<file path="config.mk">
export PLATFORM = sky130hd
export DESIGN_NAME = ecr_config_three
export DESIGN_NICKNAME = d
export VERILOG_FILES = /design/src/hdl/ecr_pkg.sv /design/src/hdl/ecr_adv_select.sv /design/src/hdl/ecr_config_three.sv
export SDC_FILE = /design/constraint.sdc
export NUM_CORES = 1
export LEC_CHECK = 0
export BUFFER_PORTS_ARGS = -buffer_cell sky130_fd_sc_hd__buf_2
export CORE_MARGIN = 3
export CORE_UTILIZATION = 43
export CTS_BUF_LIST = sky130_fd_sc_hd__clkbuf_4 sky130_fd_sc_hd__clkbuf_8
export CTS_CLUSTER_SIZE = 16
export DETAILED_ROUTE_END_ITERATION = 8
export MAX_ROUTING_LAYER = met4
export PLACE_DENSITY = 0.86
export SETUP_SLACK_MARGIN = 0.15
export SYNTH_ARGS = -nofsm -noshare
export SYNTH_HDL_FRONTEND = slang
export SYNTH_SLANG_ARGS = --single-unit
</file>
<file path="constraint.sdc">
create_clock -name clk -period 1.6 [get_ports clk]
set_input_delay 0.32 -clock clk [delete_from_list [all_inputs] [get_ports clk]]
set_output_delay 0.32 -clock clk [all_outputs]
set_load 0.02 [all_outputs]
</file>
<file path="src/hdl/ecr_pkg.sv">
`default_nettype none

// ****************************************************************
// energy efficient config three: shared constants and carriers
// ****************************************************************
package ecr_pkg;

  // register location and layout
  localparam logic [15:0] ECR_OFFSET = 16'h04d1;
  localparam logic [15:0] ECR_RESET = 16'h018b;
  localparam logic [15:0] ECR_WRITE_MASK = 16'h77ff; // bits 15 and 11 reserved

  localparam int ECR_MODE_HI = 14;
  localparam int ECR_MODE_LO = 13;
  localparam int ECR_TX_LPI_BIT = 12;
  localparam int ECR_TUNE_A_BIT = 10;
  localparam int ECR_TUNE_B_BIT = 9;
  localparam int ECR_FALLBACK_BIT = 8;
  localparam int ECR_TIMER_HI = 7;
  localparam int ECR_TIMER_LO = 4;
  localparam int ECR_ADV_SRC_BIT = 3;
  localparam int ECR_NP_REJECT_BIT = 2;
  localparam int ECR_RX_OFF_BIT = 1;
  localparam int ECR_SUPPORT_BIT = 0;

  // forced low-power mode codes
  localparam logic [1:0] ECR_MODE_OFF = 2'h0;
  localparam logic [1:0] ECR_MODE_FORCED_LPI = 2'h3;

  // management access request
  typedef struct packed {
    logic [15:0] addr;
    logic wr;
    logic rd;
    logic [15:0] wdata;
  } ecr_mgmt_req_s;

  // undocumented tuning fields passed to internal logic
  typedef struct packed {
    logic reverse_loop_bypass_off;
    logic fifo_bypass_off;
    logic fast_wake_fallback_on;
    logic [3:0] idle_error_timer_value;
  } ecr_tune_s;

  // forced mode decode: only code 3 counts as forced lpi
  function automatic logic ecr_forced_lpi(input logic [1:0] code);
    return code == ECR_MODE_FORCED_LPI;
  endfunction : ecr_forced_lpi

endpackage : ecr_pkg

`default_nettype wire

</file>
<file path="src/hdl/ecr_adv_select.sv">
`default_nettype none

// ****************************************************************
// advertised eee ability selection
// ****************************************************************
module ecr_adv_select (
  input wire logic support,
  input wire logic adv_src_sel,
  input wire logic mmd_adv_eee,
  output logic adv_eee
);

  // no support masks all; otherwise own bit or mmd registers decide
  always_comb begin
    if (!support) begin
      adv_eee = 1'b0;
    end else if (adv_src_sel) begin
      adv_eee = support;
    end else begin
      adv_eee = mmd_adv_eee;
    end
  end

endmodule : ecr_adv_select

`default_nettype wire

</file>
<file path="src/hdl/ecr_config_three.sv">
`default_nettype none

// ****************************************************************
// energy efficient ethernet configuration register three
// ****************************************************************
module ecr_config_three (
  input wire logic clk,
  input wire logic rstn,
  input wire ecr_pkg::ecr_mgmt_req_s mgmt_req,
  output logic [15:0] mgmt_rdata,
  output logic mgmt_rd_valid,
  input wire logic mmd_adv_eee,
  input wire logic np_rx_valid,
  input wire logic lpi_quiet,
  output logic forced_lpi_on,
  output logic tx_lpi_force,
  output logic adv_eee,
  output logic np_accept,
  output logic rx_analog_off,
  output logic eee_supported,
  output ecr_pkg::ecr_tune_s tune
);

  logic [15:0] cfg_reg;
  logic [15:0] cfg_next;
  logic [15:0] rdata_reg;
  logic [15:0] rdata_next;
  logic rd_valid_reg;
  logic rd_valid_next;
  logic hit;
  logic adv_sel;

  // ****************************************************************
  // register access
  // ****************************************************************

  assign hit = mgmt_req.addr == ecr_pkg::ECR_OFFSET;

  // masked write keeps reserved bits at zero; read answer one cycle after the strobe
  always_comb begin
    cfg_next = cfg_reg;
    rdata_next = rdata_reg;
    rd_valid_next = 1'b0;
    if (hit && mgmt_req.wr) begin
      cfg_next = mgmt_req.wdata & ecr_pkg::ECR_WRITE_MASK;
    end
    if (hit && mgmt_req.rd) begin
      rdata_next = cfg_reg & ecr_pkg::ECR_WRITE_MASK;
      rd_valid_next = 1'b1;
    end
  end

  always_ff @(posedge clk) begin
    if (!rstn) begin
      cfg_reg <= ecr_pkg::ECR_RESET;
      rdata_reg <= 16'h0000;
      rd_valid_reg <= 1'b0;
    end else begin
      cfg_reg <= cfg_next;
      rdata_reg <= rdata_next;
      rd_valid_reg <= rd_valid_next;
    end
  end

  assign mgmt_rdata = rdata_reg;
  assign mgmt_rd_valid = rd_valid_reg;

  // ****************************************************************
  // control outputs
  // ****************************************************************

  ecr_adv_select u_adv (
    .support(cfg_reg[ecr_pkg::ECR_SUPPORT_BIT]),
    .adv_src_sel(cfg_reg[ecr_pkg::ECR_ADV_SRC_BIT]),
    .mmd_adv_eee(mmd_adv_eee),
    .adv_eee(adv_sel)
  );

  logic forced_next;
  logic tx_force_next;
  logic np_accept_next;
  logic rx_off_next;
  ecr_pkg::ecr_tune_s tune_next;

  // decode of the stored fields into internal controls
  always_comb begin
    forced_next = ecr_pkg::ecr_forced_lpi(
      cfg_reg[ecr_pkg::ECR_MODE_HI:ecr_pkg::ECR_MODE_LO]);
    // request only honoured once the mode is forced lpi
    tx_force_next = cfg_reg[ecr_pkg::ECR_TX_LPI_BIT] && ecr_pkg::ecr_forced_lpi(
      cfg_reg[ecr_pkg::ECR_MODE_HI:ecr_pkg::ECR_MODE_LO]);
    np_accept_next = np_rx_valid && !cfg_reg[ecr_pkg::ECR_NP_REJECT_BIT];
    rx_off_next = lpi_quiet && cfg_reg[ecr_pkg::ECR_RX_OFF_BIT];
    tune_next.reverse_loop_bypass_off = cfg_reg[ecr_pkg::ECR_TUNE_A_BIT];
    tune_next.fifo_bypass_off = cfg_reg[ecr_pkg::ECR_TUNE_B_BIT];
    tune_next.fast_wake_fallback_on = cfg_reg[ecr_pkg::ECR_FALLBACK_BIT];
    tune_next.idle_error_timer_value =
      cfg_reg[ecr_pkg::ECR_TIMER_HI:ecr_pkg::ECR_TIMER_LO];
  end

  always_ff @(posedge clk) begin
    if (!rstn) begin
      forced_lpi_on <= 1'b0;
      tx_lpi_force <= 1'b0;
      adv_eee <= 1'b0;
      np_accept <= 1'b0;
      rx_analog_off <= 1'b0;
      eee_supported <= 1'b0;
      tune <= '0;
    end else begin
      forced_lpi_on <= forced_next;
      tx_lpi_force <= tx_force_next;
      adv_eee <= adv_sel;
      np_accept <= np_accept_next;
      rx_analog_off <= rx_off_next;
      eee_supported <= cfg_reg[ecr_pkg::ECR_SUPPORT_BIT];
      tune <= tune_next;
    end
  end
endmodule : ecr_config_three

`default_nettype wire

</file>
==> results of run 1 <==
final cells by class:
| type | count | area share |
|---|---|---|
| clock buffer | 6 | 0.0257 |
| clock inverter | 1 | 0.0150 |
| inverter | 8 | 0.0150 |
| multi-input combinational | 96 | 0.311 |
| sequential | 42 | 0.421 |
| tap | 46 | 0.0288 |
| timing repair buffer | 70 | 0.183 |
logic make-up after synthesis:
kind of cell | Yosys count | synth area share
buffers and inverters | 19 | 0.0699
other | 1 | 0.00244
DFF | 42 | 0.546
and+or+nand+nor | 64 | 0.226
AOI/OAI and AO/OA | 16 | 0.0642
muxes | 14 | 0.0911
layer usage:
layer	vias up	global-route usage	wire [um]
met5	-	-	0
met4	0	0.0699	79
met3	7	0.0374	155
met2	36	0.279	1750
met1	583	0.199	1400
li1	654	-	-
worst paths after layout:
check,slack (ps),endpoint,depth (start not counted)
worst min-delay path,170,np_accept,3
worst min register to register,420,np_accept,1
worst max-delay path,320,mgmt_rdata[6],5
worst max register to register,840,tx_lpi_force,2
cells in the final DEF (no fill, tap or decap):
| cell type | count |
|---|---|
| buf_2 | 64 |
| and2_1 | 3 |
| bufinv_16 | 1 |
| nand4_1 | 1 |
| nor4b_2 | 1 |
| and4_1 | 1 |
| nand3_1 | 9 |
| a21oi_1 | 2 |
| mux2i_1 | 14 |
| clkbuf_4 | 5 |
| and3_1 | 2 |
| nor2_1 | 5 |
| conb_1 | 2 |
| dfxtp_1 | 42 |
| inv_1 | 8 |
| nand2_1 | 33 |
| o21ai_0 | 9 |
| o31a_1 | 5 |
| clkbuf_8 | 1 |
| nor4b_4 | 2 |
| and2_4 | 1 |
| buf_4 | 6 |
| nor4bb_4 | 1 |
| nand4b_1 | 5 |
where the power goes:
| group | total (mW) | internal [mW] | switching, mW |
|---|---|---|---|
| clock network | 0.687 | 0.364 | 0.323 |
| logic | 0.127 | 0.0581 | 0.0688 |
| registers | 1.05 | 1.05 | 0.00135 |
Yosys cell counts:
master	count	area, sq um
nor4bb_2	1	16.3
nor4b_2	3	45.0
buf_4	3	22.5
nor2_1	5	18.8
buf_2	1	5.00
and3_1	2	12.5
o21ai_0	9	45.0
buf_12	1	20.0
nand2_1	33	124
and2_4	1	8.76
conb_1	1	3.75
mux2i_1	14	140
nand4b_1	5	43.8
and4_1	1	8.76
nand3_1	9	45.0
clkbuf_1	5	18.8
and2_1	3	18.8
nand4_1	1	6.26
o31a_1	5	43.8
a21oi_1	2	10.0
dfxtp_1	42	841
buf_6	1	11.3
inv_1	8	30.0
stage by stage:
step	util	instance area (sq um)	TNS, ps
after floorplan	-	1570	0
after global placement	0.565	1910	0
after detailed placement	0.565	1910	-139
after CTS	0.589	2000	0
after global routing	0.589	2000	0
final	0.589	2000	0
critical path, stage by stage:
cell,delay (ps)
buf_2,110
nor4b_2,310
and4_1,300
nand2_1,260
mux2i_1,250
==> impl_metrics.yaml, run 1 <==
timing:
  fin_crit_ps: 1280
  rsz0062_at_grt: "false"
  fin_ws_ps: 320
  max_clock_freq_mhz: 781
  slew_violations: 0
  clock_skew_ps: 6.47
  setup_violations: 0
  holdWs_ps: 168
  min_period_over_period: 0.800
  finalHoldViolations: 0
layout:
  fin_cells: 269
  finalNetCount: 262
  fillers: 305
  antenna_cells_inserted: 0
  area_delta_synth_final_pct: 29.7
  regArea_sq_um: 841
  multi_input_area_sq_um: 621
  drive_gt1_frac: 0.368
critical_path:
  worst-path-max-fanout: 6
  start_kind: "input port"
  r2r-start: "cfg_reg[13]"
  critPathKind: "in2reg"
  worstPathArrival_ps: 1560
  endpoint_kind: "register"
  cp-startpoint: "mgmt_req[31]"
  crit_required_ps: 1880
yosys:
  synth_cells: 156
  syn_avg_cell_area_sq_um: 9.87
  ys_ff_latch: 42
  synth_cell_types: 23
  syn_area_sq_mm: 0.00154
  yosysSeqAreaShare: 0.546
  ys.warnings.count: 0
clock_tree:
  cts_tree: "built"
  htreeDepth: 2
  clockBufferDepth: 2
  cts.repair.resized: 0
  ctsHoldBuffers: 0
  numCtsBuffers: 5
  cts_sinks: 42
  post_cts_buffers: 0
  cts_root_buffer: "clkbuf_4"
  clk_latency_ps: 350
  path_clk_slew_ps: 120
min_path:
  hp-start: "np_rx_valid"
  min_path_type: "in2reg"
power_and_ir_drop:
  peakVddDrop_mv: 0.432
  total_power_mw: 1.87
  leakagePower_nw: 0.985
  cellPowerDensity_mw_per_mm2: 936
floorplanning:
  row_count: 21
  coreArea_sq_mm: 0.00339
  pin_count: 69
  die_h_um: 65.8
  dieArea_sq_mm: 0.00433
  initial_utilization: 0.454
  fp.dieW_um: 65.8
placement:
  place_congestion: 0.737
  portBuffers: 64
  dp.final_hpwl_um: 2540
  dp_cells: 262
  post-place-ws_ps: -34.6
global_routing:
  grt_pass1_vias: 1201
  grt_usage: 0.169
  grt_pass1_wl_um: 5420
  overflow: 0
  grt_max_degree: 16
  antenna_found_initial: 0
outcome:
  outcome: "completed"
detailed_routing:
  wire_per_inst_um: 12.6
  via_count: 1280
  drc_errors: 0
  routed_wl_um: 3390
  vias_per_cell: 4.76
  drtAntennaViolNets: 0
  dr.pass1.iters: 4
  initialDrtViolationCount: 85
flow_run:
  maxCapViolations: 0
Power figures use the tool's default switching activity.
==> run 2: changes to the inputs <==
Settings changed: ABC_AREA from default to 1, CORE_UTILIZATION 43 to 45, PLACE_DENSITY 0.86 to 0.85.
Clock period 1.6 ns to 1.27 ns, I/O delays scaled along.
==> impl_metrics.yaml, run 2 <==
critical_path:
  critPathBufInv: 1
  worst-path-max-fanout: 2
  reg2reg_depth: 2
  worstPathArrival_ps: 830
  crit_family: "flip-flops"
  path_cells: "buf_4"
  cp-startpoint: "mgmt_rdata[8]"
  cp_num_cells: 1
  r2r-start: "cfg_reg[14]"
  reg2reg_to: "tx_lpi_force"
  endpoint: "mgmt_rdata[8]"
  r2r_setup_slack_ps: 520
  crit_required_ps: 1020
  start_kind: "register"
  worst_path_largest_cell_delay_ps: 350
  cp_slowest_cell: "dfxtp_1"
  critPathKind: "reg2out"
  endpoint_kind: "primary output"
yosys:
  ys_top_cells_by_count: "nand2_1 (65), nor2_1 (48), dfxtp_1 (42)"
  ys.warnings.count: 0
  synth_cells: 229
  synth_xor_xnor_area_share: 0
  yosysSeqAreaShare: 0.511
  yosysTopAreaCellShare: 0.511
  ys.flop_type: "dfxtp_1"
  synthAdderAreaFrac: 0
  synth_edf_count: 0
  ys_ff_latch: 42
  syn_avg_cell_area_sq_um: 7.18
  synthMuxAreaShare: 0
  synth_most_common_cell: "nand2_1"
  synthSimpleGateAreaFrac: 0.362
  synth_compound_area_frac: 0
  synth_area_leaders: "dfxtp_1 (51%), nand2_1 (15%), nor2_1 (11%), inv_1 (8.2%), nor2_2 (3.4%)"
  yosysTopAreaCell: "dfxtp_1"
  synth_top_family_by_area: "simple AND/OR/NAND/NOR gates"
  async_reset_ff_frac: 0
  synth_cell_types: 17
  syn_area_sq_mm: 0.00165
layout:
  area_delta_synth_final_pct: 38.8
  mostFrequentLayoutCell: "nand2_1"
  antenna_cells_inserted: 0
  finalNetCount: 340
  final_util: 0.668
  fin_cells: 348
  final_cell_mix: "nand2_1 (64), nor2_1 (45), buf_2 (38)"
  fillers: 304
  drive_gt1_frac: 0.394
placement:
  portBuffers: 64
  place_congestion: 0.720
  dp.final_hpwl_um: 2530
  post-place-ws_ps: -58.2
  dp_cells: 340
flow_run:
  maxCapViolations: 0
power_and_ir_drop:
  leakagePower_nw: 1.28
  power.internal_mw: 1.68
  power_frac_seq: 0.608
  combPwrFrac: 0.067
  clkPwrFrac: 0.325
  switching_share: 0.230
  cellPowerDensity_mw_per_mm2: 958
  netSwitchingPower_mw: 0.503
  peakVddDrop_mv: 0.468
  total_power_mw: 2.19
detailed_routing:
  wire_per_inst_um: 10.0
  drtAntennaViolNets: 0
  vias_per_cell: 4.27
  via_count: 1486
  dr.pass1.iters: 4
  drc_errors: 0
  routed_wl_um: 3490
  initialDrtViolationCount: 121
floorplanning:
  coreArea_sq_mm: 0.00342
  die_h_um: 66.5
  initial_utilization: 0.482
  fp.dieW_um: 66.5
  dieArea_sq_mm: 0.00442
  pin_count: 69
  row_count: 21
global_routing:
  grt_usage: 0.180
  overflow: 0
  grt_max_degree: 20
  grt_pass1_wl_um: 5840
  antenna_found_initial: 0
  grt_pass1_vias: 1421
clock_tree:
  post_cts_buffers: 0
  cts_sinks: 42
  clk_latency_ps: 350
  clockBufferDepth: 2
  htreeDepth: 2
  ctsHoldBuffers: 0
  cts_tree: "built"
  path_clk_slew_ps: 120
  numCtsBuffers: 5
  cts_root_buffer: "clkbuf_4"
outcome:
  outcome: "completed"
timing:
  setup_violations: 0
  max_clock_freq_mhz: 923
  fin_crit_ps: 1080
  min_period_over_period: 0.853
  rsz0062_at_grt: "true"
  clock_skew_ps: 12.2
  slew_violations: 0
  fin_ws_ps: 187
  finalHoldViolations: 0
min_path:
  min_path_type: "in2reg"
==> run 2: cell count changes after synthesis, sizes merged, moves of 5 or more <==
| cell | before | now |
|---|---|---|
| nand4b | 5 | 0 |
| nand2 | 33 | 65 |
| nor2 | 5 | 59 |
| o31a | 5 | 0 |
| mux2i | 14 | 0 |
| inv | 8 | 36 |
| o21ai | 9 | 0 |
==> run 2: cell type report <==
cell class	instances	area [sq um]	share of cell area
clock inverter	1	5.00	0.00219
sequential	42	862	0.378
timing repair buffer	75	529	0.232
clock buffer	7	58.8	0.0258
multi-input combinational	141	628	0.275
tap	46	57.6	0.0252
inverter	36	143	0.0625
==> run 2: how the worst min path moves through the flow <==
stage,startpoint,end,slack (ps),depth (start not counted)
floorplan,np_rx_valid,np_accept,370,2
global placement,cfg_reg[2],np_accept,430,1
detailed placement,cfg_reg[6],tune[2],440,2
CTS,mmd_adv_eee,adv_eee,90,3
global route,mmd_adv_eee,adv_eee,90,3
finish,mmd_adv_eee,adv_eee,110,3
==> run 2: kinds of logic (layout without fill, tap and decap cells) <==
logic type,Yosys count,count (layout)
other cells,1,2
flops,42,42
buf+inv,47,119
simple gates,139,139
==> run 2: repair_timing <==
action                                  in CTS  in global routing
hold endpoints to repair                     0                  0
pin swaps                                    0                  0
resized for setup                           10                 46
endpoints found under the setup margin       9                 26
==> run 2: worst register-to-register path, delay by kind of cell (launching register included) <==
family,cells,cell delay [ps]
buf+inv,1,60
simple gates,1,260
flops,1,350
==> run 2: through the flow <==
step,TNS [ps],hold WS (ps),instance area [sq um]
after global placement,-60.8,434,2080
after CTS,0,90.0,2170
after floorplan,0,368,1690
after global routing,0,92.7,2280
after detailed placement,-664,437,2080
final,0,108,2280
==> run 2: metal layers <==
layer / share of wire / global-route usage
met2: 0.48 / 0.294
met4: 0.018 / 0.0838
met5: 0 / -
met1: 0.44 / 0.201
met3: 0.064 / 0.0540
==> run 2: power by group through the flow <==
stage | Sequential [mW] | Combinational, mW | Clock, mW
3_5_place_dp | 1.36 | 0.143 | 0
3_3_place_gp | 1.36 | 0.140 | 0
4_1_cts | 1.33 | 0.144 | 0.722
6_report | 1.33 | 0.147 | 0.710
2_1_floorplan | 1.37 | 0.0502 | 0
5_1_grt | 1.33 | 0.162 | 0.777
==> run 3: changes to the inputs <==
Settings changed: PLACE_DENSITY 0.85 to 0.81.
==> impl_metrics.yaml, run 3 (same netlist as run 2, synthesis figures left out) <==
critical_path:
  worst-path-max-fanout: 2
  endpoint_kind: "primary output"
  crit_family: "flip-flops"
  path_cells: "buf_4"
  worst_path_largest_cell_delay_ps: 340
  crit_required_ps: 1020
  cp_slowest_cell: "dfxtp_2"
  critPathBufInv: 1
  start_kind: "register"
  critPathKind: "reg2out"
  cp_num_cells: 1
  reg2reg_depth: 2
  worstPathArrival_ps: 830
timing:
  finalHoldViolations: 0
  clock_skew_ps: 5.10
  min_period_over_period: 0.856
  setup-tns-final_ps: 0
  max_clock_freq_mhz: 920
  slew_violations: 0
  fin_crit_ps: 1090
  rsz0062_at_grt: "true"
  setup_violations: 0
  fin_ws_ps: 183
detailed_routing:
  met2WireLength_um: 1580
  wl_met1_um: 1340
  via_count: 1454
  vias_per_cell: 4.23
  wire_per_inst_um: 9.26
  routed_wl_um: 3190
  maxUsedRoutingLayer: "met4"
  dr_wl_met3_um: 217
  drtAntennaViolNets: 0
  initialDrtViolationCount: 76
  drc_errors: 0
  dr.pass1.iters: 4
power_and_ir_drop:
  peakVddDrop_mv: 0.630
  power.internal_mw: 1.61
  clkPwrFrac: 0.304
  combPwrFrac: 0.071
  power_frac_seq: 0.625
  switching_share: 0.242
  leakagePower_nw: 1.26
  netSwitchingPower_mw: 0.515
  cellPowerDensity_mw_per_mm2: 955
global_routing:
  grt_pass1_vias: 1325
  grt_max_degree: 30
  antenna_found_initial: 0
  grt_usage: 0.156
  overflow: 0
  grt_pass1_wl_um: 5150
placement:
  dp_cells: 336
  portBuffers: 64
  place_congestion: 0.753
  dp.final_hpwl_um: 2340
  post-place-ws_ps: -69.4
layout:
  final_cell_mix: "nand2_1 (64), nor2_1 (45), buf_2 (41)"
  final_util: 0.652
  mostFrequentLayoutCell: "nand2_1"
  drive_gt1_frac: 0.376
  area_delta_synth_final_pct: 35.4
  fin_cells: 344
  antenna_cells_inserted: 0
  finalNetCount: 336
floorplanning:
  die_h_um: 66.5
  row_count: 21
  initial_utilization: 0.482
  coreArea_sq_mm: 0.00342
  fp.dieW_um: 66.5
  pin_count: 69
  dieArea_sq_mm: 0.00442
clock_tree:
  clk_latency_ps: 350
  ctsHoldBuffers: 0
  htreeDepth: 2
  post_cts_buffers: 0
  cts_root_buffer: "clkbuf_4"
  cts_sinks: 42
  path_clk_slew_ps: 120
  numCtsBuffers: 5
  clockBufferDepth: 2
  cts_tree: "built"
flow_run:
  maxCapViolations: 0
min_path:
  hold_depth: 3
  min_path_type: "in2reg"
outcome:
  outcome: "completed"
[run 3: cell count changes in the layout (fill, tap and decap cells not counted), sizes merged]
cell      previous run  this run
buf                 75        71
clkbuf               7         5
clkinv               1         2
clkinvlp             0         1
[run 3: power groups by stage]
stage | Sequential (mW) | Combinational (mW) | Clock, mW
final | 1.33 | 0.150 | 0.647
after global routing | 1.33 | 0.166 | 0.731
after detailed placement | 1.36 | 0.147 | 0
after global placement | 1.36 | 0.145 | 0
after floorplan | 1.37 | 0.0502 | 0
after CTS | 1.33 | 0.147 | 0.681
[run 3: through the flow]
step | area (sq um) | total power [mW] | hold WS (ps)
after detailed placement | 2070 | 1.51 | 437
after global placement | 2070 | 1.50 | 433
after CTS | 2160 | 2.16 | 94.3
after global routing | 2230 | 2.23 | 101
after floorplan | 1690 | 1.42 | 368
final | 2230 | 2.13 | 106
[run 3: layout make-up]
type | count | area, sq um
clock buffers | 5 | 37.5
clock inverters | 3 | 21.3
fillers | 320 | 1190
inverters | 36 | 143
multi-input cells | 141 | 628
flip-flops and latches | 42 | 858
well taps | 46 | 57.6
repair buffers | 71 | 482
[run 3: path summary, 6_finish.rpt]
kind	startpoint	endpoint	slack, ps
max	mgmt_rdata[8]	mgmt_rdata[8]	180
min	mmd_adv_eee	adv_eee	110
max reg2reg	cfg_reg[14]	tx_lpi_force	520
min reg2reg	cfg_reg[7]	tune[3]	450
[run 3: routing by layer]
layer	vias up	track usage
met3	4	0.0371
met1	601	0.172
met5	-	-
met2	52	0.264
li1	797	-
met4	0	0.0736
[run 3: repair_timing]
item | CTS | global route
hold endpoints to repair | 0 | 0
setup endpoints to repair | 12 | 22
gates cloned | 0 | 0
gates resized for setup | 16 | 28
